--- src/ext_irq_pkg.sv ---
// Constants and types shared by the external interrupt front end
package ext_irq_pkg;

    // ----------------------------------------------------------------
    // Register indices (byte address is four times the index)
    // ----------------------------------------------------------------
    localparam logic [29:0] IDX_CTRL4 = 30'h00000fdb;
    localparam logic [29:0] IDX_GATE = 30'h00000fd0;
    localparam logic [29:0] IDX_ENABLE = 30'h00000fd1;
    localparam logic [29:0] IDX_PEND = 30'h00000fd2;
    localparam logic [29:0] IDX_LEVEL = 30'h00000fd3;

    // ----------------------------------------------------------------
    // Field positions and reset values
    // ----------------------------------------------------------------
    localparam int CTRL_LVL_BIT = 4;
    localparam int CTRL_SEL_LSB = 2;
    localparam int CTRL_INT_LSB = 0;
    localparam int GATE_BIT = 0;
    localparam int MASTER_BIT = 7;
    localparam logic [4:0] CTRL4_RST = 5'h00;
    localparam logic GATE_RST = 1'b0;
    localparam logic [6:0] ENABLE_RST = 7'h00;
    localparam logic [5:0] PEND_RST = 6'h00;
    localparam logic [2:0] HSIZE_WORD = 3'h2;

    // ----------------------------------------------------------------
    // Timing: clock rate, dividers and agreeing-sample counts
    // ----------------------------------------------------------------
    localparam int CLK_PERIOD_NS = 10;
    localparam logic [1:0] LF_DIV_LAST = 2'h3;
    localparam logic [1:0] HS_AGREE = 2'h3;
    localparam logic [1:0] LS_AGREE = 2'h2;
    localparam logic [1:0] FIX_AGREE = 2'h2;

    // ----------------------------------------------------------------
    // Operating modes, trigger and interval codes
    // ----------------------------------------------------------------
    localparam logic [2:0] MODE_HS_RUN = 3'h0;
    localparam logic [2:0] MODE_HS_IDLE = 3'h1;
    localparam logic [2:0] MODE_LS_RUN = 3'h2;
    localparam logic [2:0] MODE_LS_SLEEP = 3'h3;
    localparam logic [2:0] MODE_DEEP_IDLE = 3'h4;
    localparam logic [2:0] MODE_DEEP_SLEEP = 3'h5;
    localparam logic [2:0] MODE_STOP = 3'h6;
    localparam logic [1:0] TRIG_RISE = 2'h0;
    localparam logic [1:0] TRIG_FALL = 2'h1;
    localparam logic [1:0] TRIG_BOTH = 2'h2;
    localparam logic [1:0] TRIG_HIGH = 2'h3;
    localparam logic [1:0] INTV_DIV1 = 2'h0;
    localparam logic [1:0] INTV_DIV4 = 2'h1;
    localparam logic [1:0] INTV_DIV8 = 2'h2;
    localparam logic [1:0] INTV_DIV16 = 2'h3;

    typedef struct packed {
        logic lvl;
        logic [1:0] sel;
        logic [1:0] intv;
    } ctrl4_t;

    typedef struct packed {
        logic [31:0] addr;
        logic write;
        logic word;
    } ahb_addr_t;

    typedef enum logic [1:0] {
        BUS_ADDR = 2'b01,
        BUS_DATA = 2'b10
    } bus_state_t;

endpackage

--- src/ext_irq_front.sv ---
// External interrupt front end: filters, triggers, latches, AHB regs
`timescale 1ns/1ps

// Summary of operation
// - Captured level reads zero after reset, else level
// - Captured level refreshed on every input 4 request
// - Input 4 trigger: rise, fall, both, high level
// - High-speed input 4 interval: divide by 1,4,8,16
// - Low-speed sampling at low clock divided by four
// - Control bits 7 to 5 read zero
// - Inputs 0 and 5 falling edge, short filter
// - Inputs 1 to 4 high-speed filter width
// - Clock gate off stops all requests
// - Clock gate is off after reset
// - High speed needs three agreeing samples on inputs 1 to 4
// - Low speed needs two agreeing samples
// - Deep idle, deep sleep, stop halt sampling
module ext_irq_front (
    input wire logic CLK_I,            // 100 MHz gear clock
    input wire logic RSTN_I,           // Async reset, active low
    input wire logic CE_I,             // Clock enable, freezes all
    input wire logic HSEL_I,           // AHB select
    input wire logic [31:0] HADDR_I,   // AHB address
    input wire logic [1:0] HTRANS_I,   // AHB transfer type
    input wire logic HWRITE_I,         // AHB write
    input wire logic [2:0] HSIZE_I,    // AHB size
    input wire logic [31:0] HWDATA_I,  // AHB write data
    input wire logic HREADY_I,         // AHB bus ready
    output logic HREADYOUT_O,          // AHB slave ready
    output logic [31:0] HRDATA_O,      // AHB read data
    output logic HRESP_O,              // AHB response, always OKAY
    input wire logic [5:0] PIN_I,      // Interrupt pins 0 to 5
    input wire logic LFCLK_I,          // Low-frequency clock level
    input wire logic [2:0] MODE_I,     // Operating mode code
    output logic [5:0] IRQ_O           // Enabled pending requests
);

    // ----------------------------------------------------------------
    // Functions
    // ----------------------------------------------------------------
    function automatic logic reg_hit(input logic [31:0] a,
                                     input logic [29:0] idx);
        reg_hit = (a[31:2] == idx) && (a[1:0] == 2'h0);
    endfunction

    function automatic logic tick_sel(input logic [1:0] intv,
                                      input logic [3:0] p);
        case (intv)
            ext_irq_pkg::INTV_DIV1: tick_sel = 1'b1;
            ext_irq_pkg::INTV_DIV4: tick_sel = &p[1:0];
            ext_irq_pkg::INTV_DIV8: tick_sel = &p[2:0];
            default: tick_sel = &p;
        endcase
    endfunction

    // ----------------------------------------------------------------
    // Registers and state
    // ----------------------------------------------------------------
    ext_irq_pkg::ctrl4_t ctrl_reg;
    ext_irq_pkg::ahb_addr_t aph_reg;
    ext_irq_pkg::bus_state_t bus_reg;
    logic gate_reg;
    logic master_reg;
    logic [5:0] en_reg;
    logic [5:0] pend_reg;
    logic [5:0] pend_next;
    logic [5:0] pin_reg;
    logic [5:0] prev_reg;
    logic [5:0] irq_reg;
    logic [31:0] rdata_reg;
    logic hready_reg;
    logic lf_prev_reg;
    logic [1:0] lf_cnt_reg;
    logic [3:0] presc_reg;
    logic [5:0] filt;
    logic [5:0] ev;
    logic [5:0] clr;
    logic [5:0] hs_tick;
    logic [7:0] ctrl_rd;
    logic ls_mode;
    logic hs_mode;
    logic act;
    logic ls_tick;
    logic lf_rise;
    logic addr_take;
    logic wr_now;
    logic rd_now;

    // ----------------------------------------------------------------
    // Mode decode and sampling strobes
    // ----------------------------------------------------------------
    assign hs_mode = (MODE_I == ext_irq_pkg::MODE_HS_RUN)
                  || (MODE_I == ext_irq_pkg::MODE_HS_IDLE);
    assign ls_mode = (MODE_I == ext_irq_pkg::MODE_LS_RUN)
                  || (MODE_I == ext_irq_pkg::MODE_LS_SLEEP);
    // Deep modes and a closed gate stop sampling and events
    assign act = gate_reg && (hs_mode || ls_mode);

    assign lf_rise = LFCLK_I && !lf_prev_reg;
    assign ls_tick = CE_I && lf_rise
                  && (lf_cnt_reg == ext_irq_pkg::LF_DIV_LAST);

    always_ff @(posedge CLK_I or negedge RSTN_I) begin
        if (!RSTN_I) begin
            lf_prev_reg <= 1'b0;
            lf_cnt_reg <= 2'h0;
        end else if (CE_I) begin
            lf_prev_reg <= LFCLK_I;
            if (lf_rise && act) begin
                lf_cnt_reg <= lf_cnt_reg + 2'h1;
            end
        end
    end

    // One prescaler shared by all taps keeps the strobes aligned
    always_ff @(posedge CLK_I or negedge RSTN_I) begin
        if (!RSTN_I) begin
            presc_reg <= 4'h0;
        end else if (CE_I && act) begin
            presc_reg <= presc_reg + 4'h1;
        end
    end

    // Inputs 0 to 3 and 5 sample at every gear clock
    assign hs_tick[3:0] = 4'hf;
    assign hs_tick[5] = 1'b1;
    assign hs_tick[4] = CE_I && tick_sel(ctrl_reg.intv, presc_reg);

    // ----------------------------------------------------------------
    // Pin sampling and noise cancellers
    // ----------------------------------------------------------------
    always_ff @(posedge CLK_I or negedge RSTN_I) begin
        if (!RSTN_I) begin
            pin_reg <= 6'h00;
        end else if (CE_I && act) begin
            pin_reg <= PIN_I;
        end
    end

    for (genvar i = 0; i < 6; i++) begin : g_filt
        logic [1:0] need;
        logic tick;
        // In high-speed modes fixed inputs need two gear-clock samples, the rest three; low speed needs two for all
        assign need = ls_mode ? ext_irq_pkg::LS_AGREE :
                      ((i == 0 || i == 5) ? ext_irq_pkg::FIX_AGREE
                                          : ext_irq_pkg::HS_AGREE);
        assign tick = ls_mode ? ls_tick : hs_tick[i];
        noise_filter u_filt (
            .clk_i(CLK_I),
            .rstn_i(RSTN_I),
            .ce_i(CE_I),
            .run_i(act),
            .tick_i(tick),
            .need_i(need),
            .din_i(pin_reg[i]),
            .level_o(filt[i])
        );
    end

    // ----------------------------------------------------------------
    // Trigger detection and pending latch
    // ----------------------------------------------------------------
    always_comb begin
        ev = (prev_reg & ~filt) & {6{act}};
        case (ctrl_reg.sel)
            ext_irq_pkg::TRIG_RISE: ev[4] = act && filt[4] && !prev_reg[4];
            ext_irq_pkg::TRIG_FALL: ev[4] = act && !filt[4] && prev_reg[4];
            ext_irq_pkg::TRIG_BOTH: ev[4] = act && (filt[4] != prev_reg[4]);
            default: ev[4] = act && filt[4];
        endcase
    end

    always_ff @(posedge CLK_I or negedge RSTN_I) begin
        if (!RSTN_I) begin
            prev_reg <= 6'h00;
        end else if (CE_I && act) begin
            prev_reg <= filt;
        end
    end

    assign clr = wr_now && reg_hit(aph_reg.addr, ext_irq_pkg::IDX_PEND)
               ? HWDATA_I[5:0] : 6'h00;
    // A request in the same cycle as its clear stays pending
    assign pend_next = (pend_reg & ~clr) | ev;

    always_ff @(posedge CLK_I or negedge RSTN_I) begin
        if (!RSTN_I) begin
            pend_reg <= ext_irq_pkg::PEND_RST;
        end else if (CE_I) begin
            pend_reg <= pend_next;
        end
    end

    always_ff @(posedge CLK_I or negedge RSTN_I) begin
        if (!RSTN_I) begin
            irq_reg <= 6'h00;
        end else if (CE_I) begin
            irq_reg <= pend_reg & en_reg & {6{master_reg}};
        end
    end
    assign IRQ_O = irq_reg;

    // ----------------------------------------------------------------
    // AHB-Lite slave, one wait state on every transfer
    // ----------------------------------------------------------------
    assign addr_take = HSEL_I && HTRANS_I[1] && HREADY_I
                    && (bus_reg == ext_irq_pkg::BUS_ADDR);
    assign wr_now = CE_I && (bus_reg == ext_irq_pkg::BUS_DATA)
                 && aph_reg.write && aph_reg.word;
    assign rd_now = CE_I && (bus_reg == ext_irq_pkg::BUS_DATA)
                 && !aph_reg.write;

    always_ff @(posedge CLK_I or negedge RSTN_I) begin
        if (!RSTN_I) begin
            bus_reg <= ext_irq_pkg::BUS_ADDR;
            hready_reg <= 1'b1;
            aph_reg <= '0;
        end else if (CE_I) begin
            case (bus_reg)
                ext_irq_pkg::BUS_ADDR: begin
                    if (addr_take) begin
                        aph_reg.addr <= HADDR_I;
                        aph_reg.write <= HWRITE_I;
                        aph_reg.word <= (HSIZE_I == ext_irq_pkg::HSIZE_WORD);
                        bus_reg <= ext_irq_pkg::BUS_DATA;
                        hready_reg <= 1'b0;
                    end
                end
                default: begin
                    bus_reg <= ext_irq_pkg::BUS_ADDR;
                    hready_reg <= 1'b1;
                end
            endcase
        end
    end

    // Software registers; the captured level tracks each request
    always_ff @(posedge CLK_I or negedge RSTN_I) begin
        if (!RSTN_I) begin
            ctrl_reg <= ext_irq_pkg::CTRL4_RST;
            gate_reg <= ext_irq_pkg::GATE_RST;
            {master_reg, en_reg} <= ext_irq_pkg::ENABLE_RST;
        end else if (CE_I) begin
            if (ev[4]) begin
                ctrl_reg.lvl <= filt[4];
            end
            if (wr_now) begin
                if (reg_hit(aph_reg.addr, ext_irq_pkg::IDX_CTRL4)) begin
                    ctrl_reg.sel <= HWDATA_I[ext_irq_pkg::CTRL_SEL_LSB +: 2];
                    ctrl_reg.intv <= HWDATA_I[ext_irq_pkg::CTRL_INT_LSB +: 2];
                end else if (reg_hit(aph_reg.addr,
                                     ext_irq_pkg::IDX_GATE)) begin
                    gate_reg <= HWDATA_I[ext_irq_pkg::GATE_BIT];
                end else if (reg_hit(aph_reg.addr,
                                     ext_irq_pkg::IDX_ENABLE)) begin
                    master_reg <= HWDATA_I[ext_irq_pkg::MASTER_BIT];
                    en_reg <= HWDATA_I[5:0];
                end
            end
        end
    end

    assign ctrl_rd = {3'h0, ctrl_reg};

    always_ff @(posedge CLK_I or negedge RSTN_I) begin
        if (!RSTN_I) begin
            rdata_reg <= 32'h00000000;
        end else if (rd_now) begin
            if (reg_hit(aph_reg.addr, ext_irq_pkg::IDX_CTRL4)) begin
                rdata_reg <= {24'h000000, ctrl_rd};
            end else if (reg_hit(aph_reg.addr, ext_irq_pkg::IDX_GATE)) begin
                rdata_reg <= {31'h00000000, gate_reg};
            end else if (reg_hit(aph_reg.addr, ext_irq_pkg::IDX_ENABLE)) begin
                rdata_reg <= {24'h000000, master_reg, 1'b0, en_reg};
            end else if (reg_hit(aph_reg.addr, ext_irq_pkg::IDX_PEND)) begin
                rdata_reg <= {26'h0000000, pend_reg};
            end else if (reg_hit(aph_reg.addr, ext_irq_pkg::IDX_LEVEL)) begin
                rdata_reg <= {26'h0000000, filt};
            end else begin
                rdata_reg <= 32'h00000000;
            end
        end
    end

    always_ff @(posedge CLK_I or negedge RSTN_I) begin
        if (!RSTN_I) begin
            HRESP_O <= 1'b0;
        end else if (CE_I) begin
            HRESP_O <= 1'b0;
        end
    end

    assign HREADYOUT_O = hready_reg;
    assign HRDATA_O = rdata_reg;

    // ----------------------------------------------------------------
    // Assertions
    // ----------------------------------------------------------------
    a_lvl_capture: assert property (
        @(posedge CLK_I) disable iff (!RSTN_I)
        CE_I && ev[4] |=> ctrl_reg.lvl == $past(filt[4]))
        else $error("captured level not refreshed on request");

    a_lvl_stable: assert property (
        @(posedge CLK_I) disable iff (!RSTN_I)
        !ev[4] |=> $stable(ctrl_reg.lvl))
        else $error("captured level moved without a request");

    a_rise_trigger: assert property (
        @(posedge CLK_I) disable iff (!RSTN_I)
        CE_I && act && ctrl_reg.sel == 2'h0 && filt[4] && !prev_reg[4]
        |=> pend_reg[4])
        else $error("rising edge did not set pending");

    // A mode change away from high level ends the obligation
    a_high_level: assert property (
        @(posedge CLK_I) disable iff (!RSTN_I)
        CE_I && act && ctrl_reg.sel == 2'h3 && filt[4]
        ##1 CE_I && ctrl_reg.sel == 2'h3
        |-> pend_reg[4] && ev[4] == (act && filt[4]))
        else $error("high level did not keep requesting");

    a_div16_spacing: assert property (
        @(posedge CLK_I) disable iff (!RSTN_I)
        hs_tick[4] && ctrl_reg.intv == 2'h3 && act
        ##1 (ctrl_reg.intv == 2'h3 && act && CE_I)
        |-> !hs_tick[4])
        else $error("divide-by-16 strobe came too soon");

    a_irq_gate: assert property (
        @(posedge CLK_I) disable iff (!RSTN_I)
        (IRQ_O & ~$past(IRQ_O)) != 6'h00 |-> $past(master_reg)
        && (IRQ_O & ~$past(IRQ_O) & ~$past(en_reg)) == 6'h00)
        else $error("request passed without both enables");

    a_rsvd_zero: assert property (
        @(posedge CLK_I) disable iff (!RSTN_I)
        rd_now && reg_hit(aph_reg.addr, ext_irq_pkg::IDX_CTRL4)
        |=> HRDATA_O[7:5] == 3'h0 && HREADYOUT_O)
        else $error("control register unused bits not zero");

    a_gate_blocks: assert property (
        @(posedge CLK_I) disable iff (!RSTN_I)
        CE_I && !act |=> (pend_reg & ~$past(pend_reg)) == 6'h00)
        else $error("request set while gated or halted");

    a_ls_tick_gap: assert property (
        @(posedge CLK_I) disable iff (!RSTN_I)
        ls_tick |-> !lf_prev_reg && lf_cnt_reg == ext_irq_pkg::LF_DIV_LAST
        ##1 !ls_tick)
        else $error("low-speed strobe not a quarter of edges");

endmodule

--- src/noise_filter.sv ---
// Sample-agreement noise canceller for one interrupt pin
`timescale 1ns/1ps
module noise_filter (
    input wire logic clk_i,       // Gear clock
    input wire logic rstn_i,      // Async reset, active low
    input wire logic ce_i,        // Clock enable
    input wire logic run_i,       // Sampling allowed
    input wire logic tick_i,      // Sampling strobe
    input wire logic [1:0] need_i, // Agreeing samples needed
    input wire logic din_i,       // Sampled pin level
    output logic level_o          // Filtered level
);
    logic [1:0] cnt_reg;
    logic [1:0] cnt_next;
    logic level_reg;
    logic take;

    assign cnt_next = cnt_reg + 2'h1;
    assign take = ce_i && run_i && tick_i;
    assign level_o = level_reg;

    // A differing sample run is only accepted once it is long enough;
    // any agreeing sample in between starts the count over.
    always_ff @(posedge clk_i or negedge rstn_i) begin
        if (!rstn_i) begin
            cnt_reg <= 2'h0;
            level_reg <= 1'b0;
        end else if (take) begin
            if (din_i == level_reg) begin
                cnt_reg <= 2'h0;
            end else if (cnt_next >= need_i) begin
                level_reg <= din_i;
                cnt_reg <= 2'h0;
            end else begin
                cnt_reg <= cnt_next;
            end
        end
    end

    logic acc_hit;
    assign acc_hit = take && din_i != level_reg && cnt_next >= need_i;

    a_filter_agree: assert property (
        @(posedge clk_i) disable iff (!rstn_i)
        (level_reg != $past(level_reg)) |-> $past(acc_hit))
        else $error("filtered level changed without enough samples");

    a_filter_hold: assert property (
        @(posedge clk_i) disable iff (!rstn_i)
        !run_i |=> $stable(level_reg))
        else $error("filter moved while sampling halted");

endmodule

--- config.mk ---
export PLATFORM = sky130hd
export DESIGN_NAME = ext_irq_front
export DESIGN_NICKNAME = d
export VERILOG_FILES = /design/src/ext_irq_pkg.sv /design/src/ext_irq_front.sv /design/src/noise_filter.sv
export SDC_FILE = /design/constraint.sdc
export NUM_CORES = 1
export LEC_CHECK = 0
export ABC_AREA = 0
export BUFFER_PORTS_ARGS = -buffer_cell sky130_fd_sc_hd__buf_2
export CAP_MARGIN = 5
export CORE_MARGIN = 10
export CORE_UTILIZATION = 30
export DETAILED_ROUTE_END_ITERATION = 10
export PLACE_DENSITY = 0.6
export SLEW_MARGIN = 5
export SYNTH_ARGS = -nofsm -noshare
export SYNTH_HDL_FRONTEND = slang
export SYNTH_SLANG_ARGS = --single-unit
--- constraint.sdc ---
create_clock -name CLK_I -period 2.05 [get_ports CLK_I]
set_clock_uncertainty 0.15 [all_clocks]
set_input_delay 0.41 -clock CLK_I [delete_from_list [all_inputs] [get_ports CLK_I]]
set_output_delay 0.41 -clock CLK_I [all_outputs]
set_load 0.01 [all_outputs]
# == Word-level counts from Yosys, hierarchy flattened ==
# Index checks and enable logic that the tools add are counted.
# op_classes
bitwise_logic,16
order_cmp,6
reduce_logical,54
eq_ne,24
addsub,8
muxes,27
# op_table
operator,count
$eq A30 B12 Y1 const B,5
$and A6 B6 Y6,5
$mux W2,14
$logic_and A1 B1 Y1,27
$reduce_and A3 Y1,9
$mux W8,3
$mux W6,3
$add A2 B1 Y2 const B,7
$not A6 Y6,2
$eq A3 B2 Y1 const B,3
$eq A2 B2 Y1 const B,4
$ge A2 B2 Y1,4
$not A1 Y1,8
$reduce_and A2 Y1,4
$reduce_and A4 Y1,2
$eq A1 B1 Y1,6
$eq A2 B1 Y1 const B,3
$logic_not A2 Y1,3
$or A6 B6 Y6,1
$pmux W1 S3,2
$mux W1,5
$reduce_and A5 Y1,1
$add A4 B1 Y4 const B,1
$ge A2 B2 Y1 const B,2
other kinds (6),11
# totals
reg_bits,131
input_bits,85
out_inout_bits,40
word_cells,166

# == Longest topological paths before layout ==
# Gate-level depths: netlist of run 1.
# logic_depth
depth_word,9
ltp_mapped,7
mapped_depth_nobuf,6

# == Cells and area by module ==
# Synthesis of run 1 repeated with hierarchy kept, for this count alone.
# unflattened
hier_cells,464
hier_area_um2,5346.4
# by_module_without_submodules
module,n_inst,seq_area_each_um2,cells_each,area_per_inst_um2
ext_irq_front,1,2178.3,338,4092.7
noise_filter,6,75.1,21,209.0

# == Worst setup path after synthesis of run 1 ==
# OpenSTA, ideal clock, no wires.
# synth_path
kind,register to register
start,reg aph_reg[17] (netlist bit)
end,reg ctrl_reg (netlist bit ctrl_rd[0])
synth_period_minus_slack_ns,1.947
arrival_ns,1.672
t_required_ns,1.775
slack_ns,0.103
stages_incl_launch_ff,5
setup_time_ns,0.125
path_buffers,0
path_cell_list,dfrtp_1 > nor4_1 > nand4_2 > nor4b_4 > mux2_2
# synth_via
elab_chain_cells,3
# synth_lines
element,line_no,rtl
from (decl),ext_irq_front.sv:60,ext_irq_pkg::ahb_addr_t aph_reg;
$eq A30 B12 Y1,ext_irq_front.sv:43,reg_hit = (a[31:2] == idx) && (a[1:0] == 2'h0);
$logic_and A1 B1 Y1,ext_irq_front.sv:43,
$reduce_and A3 Y1 (no source line),-,
to (signal assigned),ext_irq_front.sv:240,ctrl_reg <= ext_irq_pkg::CTRL4_RST;
to (decl),ext_irq_front.sv:59,ext_irq_pkg::ctrl4_t ctrl_reg;
# No other way between the ends.
# A chain may end at the register's enable or synchronous reset.

# == Worst setup path in the final report of run 1 ==
# layout_path
start,reg aph_reg[23] (netlist bit)
end,reg en_reg[4]
# layout_via
elab_chain_cells,4
word_cells_on_any_way,9
classes_between,eq/ne: 3; bitwise: 2; reduce/logical: 4
# layout_lines
element,line_no,rtl
$eq A30 B12 Y1,ext_irq_front.sv:43,
$logic_and A1 B1 Y1,ext_irq_front.sv:43,
$not A1 Y1 (no source line),-,
$reduce_and A5 Y1 (no source line) *,-,
to (signal assigned),ext_irq_front.sv:242,"{master_reg, en_reg} <= ext_irq_pkg::ENABLE_RST;"
to (signal assigned),ext_irq_front.sv:257,en_reg <= HWDATA_I[5:0];
to (decl),ext_irq_front.sv:64,logic [5:0] en_reg;
# Every way passes the cells marked *; elsewhere a longest branch is shown, timed or not.

==> out/results.md, run 1 <==
* finished, final reports clean — status
* 6 — cell count of the worst reg-to-reg path
* aph_reg[23] — R2R Path Start
* 0.0165 sq mm — placeable core area
* 3524 — detailed-route via count
* 52.1% — fraction of the yosys area taken by sequential cells
* 3 — number of H-tree branching levels
* 15.6 um — WL/cell
* 0 — final count of negative-setup-slack endpoints
* 2.12 ns — Worst Path Arrival
* built — CTS tree
* 46 — largest net degree at the start of global routing
* 0.00223 sq mm — area of the multi-input gates
* 0 — final-report max-slew violation count
* 0 — count of final hold-check violations
* 0.00505 sq mm — Post-Syn Area
* flip-flop — Worst Setup End Kind
* 0 — number of DRC violations after detailed routing
* 30.6% — initial cell density of the core
* flip-flop — kind of start point of the critical path
* dfrtp_1 — top flip-flop cell by instance count after synthesis
* 125 — DR iter-0 viols
* 3.06 nW — Leak Pwr
* 0 — max-cap check violation count
* 0.01 ns — worst reg-to-reg setup slack
* 105 — post-synthesis register bit count
* 125 — Top-Level Pins
* 0 — number of routed nets with antenna violations
* clkbuf_16 — CTS Root Buffer Type
* 0 — aggregate global routing overflow
* 18.6 mm — wire length of the first global-routing pass
* 9.31 mm — Post-DP HPWL
* dfrtp_1, mux2_2, nand2_1, buf_4, ha_1 — cell types with the largest area share after synthesis
* 490 MHz — maximum operating frequency
* 100% — post-synthesis async set-or-reset flop share
* 46 — distinct cell type count of the synthesized netlist
* 34 — number of flip-flops under the largest register name
* 3 — count of cells along the worst hold path
* 150 um — die boundary height
* in -> reg — hold crit path type
* 2.04 ns — post-route minimum period
* dfrtp_1 — library cell occupying the most area in the post-synthesis netlist
* 9 — Num CTS Buffers
* 71 — count of port buffers added during placement
* 7 — CP max FO
* 0.07 ns — clock transition at the register clock pins on the worst setup and hold paths after CTS
* 4.59 — detailed-route vias per instance
* 105 — Sink Count
* 2.13 ns — Worst Path Required
* 641 — total number of nets in the final design
* 0.35 ns — source-to-sink clock delay at the later pin of the worst-skew pair
* 150 um — Die X-Extent
* reg -> reg — critical path class
* 11.3 sq um — Avg Synthesized Cell Area
* 99.5% — share of the clock period used by the worst path
* 745 mW/mm^2 — PwrDens
* dfrtp_1 — most frequent cell after synthesis
* dfrtp_1, nand2_1, mux2_2 — ranking of synthesized cells by instance count
* 0 ns — total negative setup slack
* en_reg[4] — endpoint of the worst register-to-register path
* 446 — synthesized instance count
* 0.801 — global placement routability congestion
* 0.0106 ns — slack of the critical path
* -0.0333 ns — pre-CTS setup slack
* 10.4% — Total Routing Usage GR
* 0.293 mV — worst vdd rail ir drop
* 0 — Ys Warns
* 0.0224 sq mm — floorplan die area
* PIN_I[3] — source of the worst hold timing path
* 47 — Std-Cell Rows
* true — RSZ-0062 raised after global routing
* 21.5% — relative area change from synthesis to final layout
* pin_reg[3] — end of the worst hold path
* 1602 — layout filler cell count
* 0 — number of enable-type register cells in the synthesized netlist
* 2 — worst-case clock buffer depth
* 0 — diode insertion count for antenna repair
* 0 — antenna violations before repair
* 3649 — number of global-route vias before repair
* 12.0 mm — Post-Route WL
* 33.9% — fraction of layout instances using a drive strength above 1
* 0.00263 sq mm — area occupied by registers
* 51.5% — share of the synthesized area in the top cell type
* 4 — Initial DRT Pass Iterations
## layout make-up
class | instances | area share (%)
sequential | 105 | 42.9
clock inverter | 4 | 0.428
tap | 220 | 4.49
multi-input combinational | 304 | 36.3
clock buffer | 12 | 4.02
inverter | 23 | 1.41
timing repair buffer | 100 | 10.5
## worst max path at each step
| stage | from | depth (start not counted) | to | slack [ns] |
|---|---|---|---|---|
| after floorplan | aph_reg[17] | 4 | ctrl_rd[0] | 0.10 |
| after global placement | aph_reg[28] | 5 | gate_reg | -0.04 |
| after detailed placement | aph_reg[28] | 6 | en_reg[4] | -0.03 |
| after CTS | aph_reg[6] | 5 | gate_reg | -0.03 |
| after global routing | aph_reg[23] | 6 | en_reg[4] | -0.08 |
| final | aph_reg[23] | 6 | en_reg[4] | 0.01 |
## logic make-up after synthesis
logic type	after synthesis	synth area share [%]
DFF	105	52.1
muxes	61	13.8
other	1	0.0743
xor gates and xnor gates	10	1.73
AOI/OAI and AO/OA	46	6.42
and+or+nand+nor	148	16.0
adders and majority gates	13	3.22
buffers and inverters	62	6.67
## what timing repair did
item,4_1_cts,5_1_grt
pin swaps,4,1
setup buffers,2,1
resized for setup,5,8
endpoints found under the hold margin,26,0
setup endpoints to repair,12,17
hold buffers,1,0
## critical path, cell delays in order, from the launching register on
cell and delay (ns):
dfrtp_1 0.40, nor4_2 0.28, buf_4 0.16, nand4_1 0.19, nor4_4 0.22, buf_6 0.19, mux2_2 0.34
## report_power, final
part | switching [mW] | internal [mW] | leakage [nW]
sequential | 0.146 | 2.25 | 1.35
combinational | 0.261 | 0.308 | 1.57
clock | 0.743 | 0.858 | 0.133
## cells in the final DEF, fill, tap and decap left out, types with 3 or more instances in the layout
cell / instances
o21ai_1: 4
a22o_1: 5
inv_1: 23
buf_12: 5
dfrtp_1: 104
nand2_1: 69
a22oi_1: 6
nand3b_1: 7
nor2_1: 9
clkbuf_16: 9
buf_4: 23
ha_1: 13
buf_2: 70
nor4_2: 6
mux2_4: 3
conb_1: 26
nand2b_1: 11
nor4_1: 3
o21ai_0: 13
and4b_1: 3
o41ai_1: 6
nand3_1: 12
xor2_1: 8
o2bb2ai_1: 5
mux2_2: 55
nand4b_1: 5
a21o_1: 3
nand4_1: 5
## through the flow
step	total power [mW]	utilization, %	hold slack, ns	area, sq um	cells
after floorplan	2.74	-	-0.0356	5140	471
after global placement	2.95	35.0	0.210	5780	748
after detailed placement	2.98	35.0	0.215	5780	748
after CTS	4.61	37.0	0.0908	6110	767
after global routing	4.78	37.1	0.0946	6130	768
final	4.57	37.1	0.101	6130	768
## per-layer routing
| layer | GRT usage [%] | wire, um | vias up |
|---|---|---|---|
| li1 | - | - | 1703 |
| met1 | 13.2 | 5480 | 1739 |
| met2 | 17.1 | 5820 | 71 |
| met3 | 2.23 | 528 | 11 |
| met4 | 3.79 | 175 | 0 |
| met5 | 0 | 0 | - |
Note: power is estimated with default switching activity, not from simulation.
==> inputs of run 2 (changes only) <==
RECOVER_POWER = 50   (was unset)
==> run 2 against run 1 <==
Flip-flop and latch count stayed put. First-iteration DRC count shrank 5.6%. Utilization fell by 0.21 points. Sequential share of layout area rose by 0.25 points. Sequential power about the same. Total power shrank 0.21%. Critical endpoint unchanged. Highest routed layer unchanged. Register-to-register slack about the same. Hold slack improved by 0.0014 ns. Cell area decreased by 0.57%. Non-clock buffer count did not move. Cell count did not move. Clock power about the same.
==> out/results.md, run 2 (same netlist as run 1, synthesis figures left out) <==
* aph_reg[23] — launch point of the critical path, unchanged
* 0.293 mV — worst vdd rail ir drop, about the same
* 0.0165 sq mm — placeable core area, unchanged
* 0.00610 sq mm — final instance area, was 0.00613 sq mm
* 150 um — Die X-Extent, unchanged
* en_reg[4] — Critical path destination, unchanged
* 1605 — layout filler cell count, was 1602
* 150 um — die boundary height, unchanged
* true — RSZ-0062 raised after global routing, unchanged
* 3649 — number of global-route vias before repair, unchanged
* 9 — Num CTS Buffers, unchanged
* 0 — aggregate global routing overflow, unchanged
* 3 — number of H-tree branching levels, unchanged
* 105 — Sink Count, unchanged
* 35.1% — clock group share of total power, was 35.0%
* 641 — total number of nets in the final design, unchanged
* flip-flop — Worst Setup End Kind, unchanged
* PIN_I[3] — source of the worst hold timing path, unchanged
* 12.3% — portion of total power attributed to combinational logic, was 12.5%
* 18.6 mm — wire length of the first global-routing pass, unchanged
* 0.801 — global placement routability congestion, unchanged
* 46 — largest net degree at the start of global routing, unchanged
* 36.9% — core utilization of the finished layout, was 37.1%
* dfrtp_1 — most common library cell in the layout ignoring fill and taps, unchanged
* 118 — DR iter-0 viols, was 125
* 4.56 mW — final total power, was 4.57 mW
* 9.31 mm — Post-DP HPWL, unchanged
* 541 um — metal3 WL, was 528 um
* 0 — diode insertion count for antenna repair, unchanged
* 0 ns — total negative setup slack, unchanged
* finished, final reports clean — status, unchanged
* 25.1% — switching share of power, was 25.2%
* 4.59 — detailed-route vias per instance, unchanged
* clkbuf_16 — CTS Root Buffer Type, unchanged
* 7 — CP max FO, unchanged
* 0.00578 sq mm — placed cell areas, unchanged
* 52.6% — relative contribution of sequential cells to total power, was 52.5%
* 33.6% — fraction of layout instances using a drive strength above 1, was 33.9%
* 0.711 ns — measured slew at the worst slew-check pin
* 3524 — detailed-route via count, unchanged
* 3.04 nW — Leak Pwr, was 3.06 nW
* 6 — cell count of the worst reg-to-reg path, unchanged
* 0 — final-report max-slew violation count, unchanged
* 125 — Top-Level Pins, unchanged
* dfrtp_1, buf_2, nand2_1 — most frequent cells in the layout, unchanged
* 3.41 mW — cell-internal power, was 3.42 mW
* aph_reg[23] — R2R Path Start, unchanged
* 0.40 ns — Crit path largest cell delay, about the same
* reg -> reg — critical path class, unchanged
* nor4_2 > buf_4 > nand4_1 > nor4_4 > buf_6 > mux2_2 — critical path cell sequence, unchanged
* 34 — number of flip-flops under the largest register name, unchanged
* 0 — final count of negative-setup-slack endpoints, unchanged
* 2.04 ns — post-route minimum period, about the same
* built — CTS tree, unchanged
* 12.0 mm — Post-Route WL, about the same
* en_reg[4] — endpoint of the worst register-to-register path, unchanged
* 2 — worst-case clock buffer depth, unchanged
* 0.0224 sq mm — floorplan die area, unchanged
* 10.4% — Total Routing Usage GR, unchanged
* 490 MHz — maximum operating frequency, about the same
* met4 — uppermost layer routed, unchanged
* 0 — number of DRC violations after detailed routing, unchanged
* 15.6 um — WL/cell, about the same
* 0 — max-cap check violation count, unchanged
* 2.12 ns — Worst Path Arrival, about the same
* 0 — count of final hold-check violations, unchanged
* 99.5% — share of the clock period used by the worst path, about the same
* in -> reg — hold crit path type, unchanged
* 20.8% — relative area change from synthesis to final layout, was 21.5%
* 47 — Std-Cell Rows, unchanged
* dfrtp_1 — standard cell with the maximum stage delay on the critical path, unchanged
* 71 — count of port buffers added during placement, unchanged
* 2.13 ns — Worst Path Required, about the same
* 5.42 mm — post-route met1 wirelength, was 5.48 mm
* 1.15 mW — switching power total, about the same
* 0 — antenna violations before repair, unchanged
* 0.35 ns — source-to-sink clock delay at the later pin of the worst-skew pair, about the same
* 52.6% — Rel. slew slack
* 0.009 ns — worst reg-to-reg setup slack, was 0.01 ns
* 5.86 mm — detailed-routed wire length on met2, was 5.82 mm
* 30.6% — initial cell density of the core, unchanged
* 0 — number of routed nets with antenna violations, unchanged
* 4 — Initial DRT Pass Iterations, unchanged
* 748 mW/mm^2 — PwrDens, was 745 mW/mm^2
* 0.07 ns — clock transition at the register clock pins on the worst setup and hold paths after CTS, about the same
* flip-flop — kind of start point of the critical path, unchanged
[run 2: cell type report]
| type | instances | area, sq um | area share, % |
|---|---|---|---|
| clock buffer | 12 | 246 | 4.04 |
| clock inverter | 4 | 26.3 | 0.431 |
| inverter | 23 | 86.3 | 1.42 |
| multi-input combinational | 304 | 2220 | 36.4 |
| sequential | 105 | 2630 | 43.1 |
| tap | 220 | 275 | 4.51 |
| timing repair buffer | 100 | 617 | 10.1 |
[run 2: power by group through the flow]
stage                     Clock, mW  Combinational, mW  Sequential [mW]
after floorplan                   0              0.350             2.39
after global placement            0              0.535             2.42
after detailed placement          0              0.553             2.43
after CTS                      1.64              0.571             2.40
after global routing           1.72              0.619             2.42
final                          1.60              0.560             2.40
[run 2: what timing repair did]
action / CTS / global route
cloned: 0 / 0
setup endpoints to repair: 12 / 17
pin swaps: 4 / 1
buffers inserted: 2 / 1
resized for setup: 5 / 8
endpoints found under the hold margin: 26 / 0
hold buffers: 1 / 0
[run 2: worst max-delay path: cells and delay by family, from the launching register on]
family	cells	cell delay, ns
DFF	1	0.40
buffers and inverters	2	0.35
and+or+nand+nor	3	0.69
muxes	1	0.34
[run 2: stage by stage]
stage          instances  worst slack, ns  hold WS (ns)
6_report             768          0.00932         0.103
2_1_floorplan        471            0.103       -0.0356
3_5_place_dp         748          -0.0333         0.215
5_1_grt              768          -0.0767        0.0946
4_1_cts              767          -0.0266        0.0908
3_3_place_gp         748          -0.0408         0.210
[run 2: worst min path at each step]
stage / to / slack (ns) / depth (start not counted)
6_report: pin_reg[3] / 0.10 / 3
5_1_grt: pin_reg[3] / 0.09 / 3
4_1_cts: pin_reg[3] / 0.09 / 3
3_5_place_dp: pin_reg[5] / 0.21 / 1
3_3_place_gp: pin_reg[5] / 0.21 / 1
2_1_floorplan: HRDATA_O[0] / -0.04 / 0
[run 2: per-layer routing]
layer	global-route usage, %	vias up
met5	0	-
met4	3.79	0
met3	2.23	10
met2	17.1	72
met1	13.2	1739
li1	-	1703
==> inputs of run 3 (changes only) <==
CELL_PAD_IN_SITES_DETAIL_PLACEMENT = 0   (was unset)
CELL_PAD_IN_SITES_GLOBAL_PLACEMENT = 1   (was unset)
PLACE_DENSITY = 0.71   (was 0.6)
==> run 3 against run 2 <==
The run now ends with setup timing left. Clock power is 11% higher. Non-clock buffer count is 3 higher. Global-route usage is 0.81 points higher. Cell area is 1.2% higher. Hold slack worse by 0.0031 ns. Fmax is 0.47% lower. Wire length is 4.0% higher. Clock-buffer cell count is 1 lower. Sequential power hardly changed. Register-to-register slack hardly changed. Worst setup slack worse by 0.0096 ns. Die area stayed put. Critical path type unchanged. Critical endpoint is now en_reg[3]. Largest cell class unchanged. Largest power group unchanged. Highest routed layer unchanged.
==> out/results.md, run 3 (same netlist as run 1, synthesis figures left out) <==
* built — CTS tree, unchanged
* pin_reg[3] — end of the worst hold path, unchanged
* 6 — cell count of the worst reg-to-reg path, unchanged
* 150 um — Die X-Extent, unchanged
* reg -> reg — critical path class, unchanged
* 0.00581 sq mm — placed cell areas, was 0.00578 sq mm
* flip-flop — Worst Setup End Kind, unchanged
* 752 — Placed Instances, was 748
* clkbuf_16 — CTS Root Buffer Type, unchanged
* met2 — most congested layer reported by global routing, unchanged
* 3.07 nW — Leak Pwr, was 3.04 nW
* dfrtp_1, nand2_1, buf_2 — most frequent cells in the layout, was dfrtp_1, buf_2, nand2_1
* setup timing — violated checks
* 0.357 mV — worst vdd rail ir drop, was 0.293 mV
* 0 — antenna violations before repair, unchanged
* 34.1% — fraction of layout instances using a drive strength above 1, was 33.6%
* 150 um — die boundary height, unchanged
* 0 — diode insertion count for antenna repair, unchanged
* 3 — count of cells along the worst hold path, unchanged
* en_reg[3] — endpoint of the worst register-to-register path, was en_reg[4]
* 18.1% — met2 global-route usage, was 17.1%
* 0 — number of routed nets with antenna violations, unchanged
* 0 — count of final hold-check violations, unchanged
* 4.63 — detailed-route vias per instance, was 4.59
* 0.0224 sq mm — floorplan die area, unchanged
* 766 mW/mm^2 — PwrDens, was 748 mW/mm^2
* finished, violations left — status, was finished, final reports clean
* 0.0165 sq mm — placeable core area, unchanged
* 3822 — number of global-route vias before repair, was 3649
* dfrtp_1 — most common library cell in the layout ignoring fill and taps, unchanged
* 0 — aggregate global routing overflow, unchanged
* 0.00617 sq mm — final instance area, was 0.00610 sq mm
* 16.2 um — WL/cell, was 15.6 um
* 7 — CP max FO, unchanged
* 11.2% — Total Routing Usage GR, was 10.4%
* 22.2% — relative area change from synthesis to final layout, was 20.8%
* -0.000317 ns — slack of the critical path, was 0.00932 ns
* 3567 — detailed-route via count, was 3524
* -0.0003 ns — worst reg-to-reg setup slack, was 0.009 ns
* aph_reg[24] — R2R Path Start, was aph_reg[23]
* PIN_I[3] — source of the worst hold timing path, unchanged
* 39 — largest net degree at the start of global routing, was 46
* -0.000317 ns — total negative setup slack, was 0 ns
* 0 — max-cap check violation count, unchanged
* 105 — Sink Count, unchanged
* 20.0 mm — wire length of the first global-routing pass, was 18.6 mm
* 4 — Initial DRT Pass Iterations, unchanged
* 14.4% — met1 capacity usage during global routing, was 13.2%
* 30.6% — initial cell density of the core, unchanged
* 2 — worst-case clock buffer depth, unchanged
* 47 — Std-Cell Rows, unchanged
* true — RSZ-0062 raised after global routing, unchanged
* 125 — Top-Level Pins, unchanged
* 771 — Cell Count, Final, Fillers Out, was 768
* 9.70 mm — Post-DP HPWL, was 9.31 mm
* 2.39% — met3 Resource Use GR, was 2.23%
* 0.07 ns — clock transition at the register clock pins on the worst setup and hold paths after CTS, about the same
* 644 — total number of nets in the final design, was 641
* 2.14 ns — Worst Path Arrival, was 2.12 ns
* 2.05 ns — post-route minimum period, was 2.04 ns
* 2.14 ns — Worst Path Required, was 2.13 ns
* 0 — number of DRC violations after detailed routing, unchanged
* 1 — final count of negative-setup-slack endpoints, was 0
* 37.3% — core utilization of the finished layout, was 36.9%
* 0.831 — global placement routability congestion, was 0.801
* 1634 — layout filler cell count, was 1605
* 4.72 mW — final total power, was 4.56 mW
* 191 — DR iter-0 viols, was 118
* 3 — number of H-tree branching levels, unchanged
* 0 — final-report max-slew violation count, unchanged
* 12.5 mm — Post-Route WL, was 12.0 mm
* 100% — share of the clock period used by the worst path, was 99.5%
* 71 — count of port buffers added during placement, unchanged
* 47.8% — Rel. slew slack, was 52.6%
* 0.783 ns — measured slew at the worst slew-check pin, was 0.711 ns
* 34 — number of flip-flops under the largest register name, unchanged
* 9 — Num CTS Buffers, unchanged
* 0.35 ns — source-to-sink clock delay at the later pin of the worst-skew pair, about the same
* in -> reg — hold crit path type, unchanged
* 488 MHz — maximum operating frequency, was 490 MHz
* flip-flop — kind of start point of the critical path, unchanged
## run 3: cell types whose count changed in the layout (fill, tap and decap cells not counted), sizes merged
cell      delta
buf          -2
bufinv       +1
clkbuf       +4
clkinv       +2
clkinvlp     -1
inv          -1
## run 3: worst max path at each step
| stage | from | to | slack [ns] |
|---|---|---|---|
| global placement | aph_reg[28] | en_reg[1] | -0.02 |
| global route | aph_reg[24] | en_reg[3] | -0.07 |
| finish | aph_reg[24] | en_reg[3] | -0.0003 |
| floorplan | aph_reg[17] | ctrl_rd[0] | 0.10 |
| CTS | aph_reg[28] | en_reg[1] | -0.003 |
| detailed placement | aph_reg[28] | en_reg[5] | -0.06 |
## run 3: critical path, cell delays in order (launching register included)
cell     delay [ns]
dfrtp_1        0.42
nor4_2         0.32
nand4_1        0.13
buf_4          0.18
nor4_4         0.22
buf_6          0.19
mux2_2         0.34
## run 3: through the flow
| step | setup slack (ns) | hold WS, ns |
|---|---|---|
| 2_1_floorplan | 0.103 | -0.0356 |
| 3_3_place_gp | -0.0228 | 0.236 |
| 3_5_place_dp | -0.0631 | 0.239 |
| 4_1_cts | -0.00262 | 0.0845 |
| 5_1_grt | -0.0721 | 0.0876 |
| 6_report | -0.000317 | 0.0997 |
## run 3: power breakdown
| group | switching, mW | internal [mW] | leakage [nW] |
|---|---|---|---|
| Combinational | 0.252 | 0.298 | 1.56 |
| Clock | 0.759 | 1.01 | 0.155 |
| Sequential | 0.153 | 2.25 | 1.35 |
| Total | 1.16 | 3.56 | 3.07 |
## run 3: metal layers
| layer | vias up | part of all wire [%] |
|---|---|---|
| met5 | - | 0 |
| met4 | 0 | 1.4 |
| met3 | 14 | 4.4 |
| met2 | 75 | 49 |
| met1 | 1766 | 45 |
| li1 | 1712 | - |
## run 3: cell type report
| cell class | count | area (sq um) | area share [%] |
|---|---|---|---|
| Multi-Input combinational cell | 304 | 2250 | 36.5 |
| Inverter | 23 | 86.3 | 1.40 |
| Timing Repair Buffer | 103 | 621 | 10.1 |
| Clock inverter | 5 | 53.8 | 0.872 |
| Tap cell | 220 | 275 | 4.46 |
| Sequential cell | 105 | 2630 | 42.6 |
| Clock buffer | 11 | 253 | 4.10 |
## run 3: what timing repair did
action	CTS	global route
hold buffers	1	0
buffers inserted	0	2
cloned	0	0
pin swaps	0	3
endpoints found under the hold margin	28	0
gates resized for setup	6	10
setup endpoints to repair	8	22
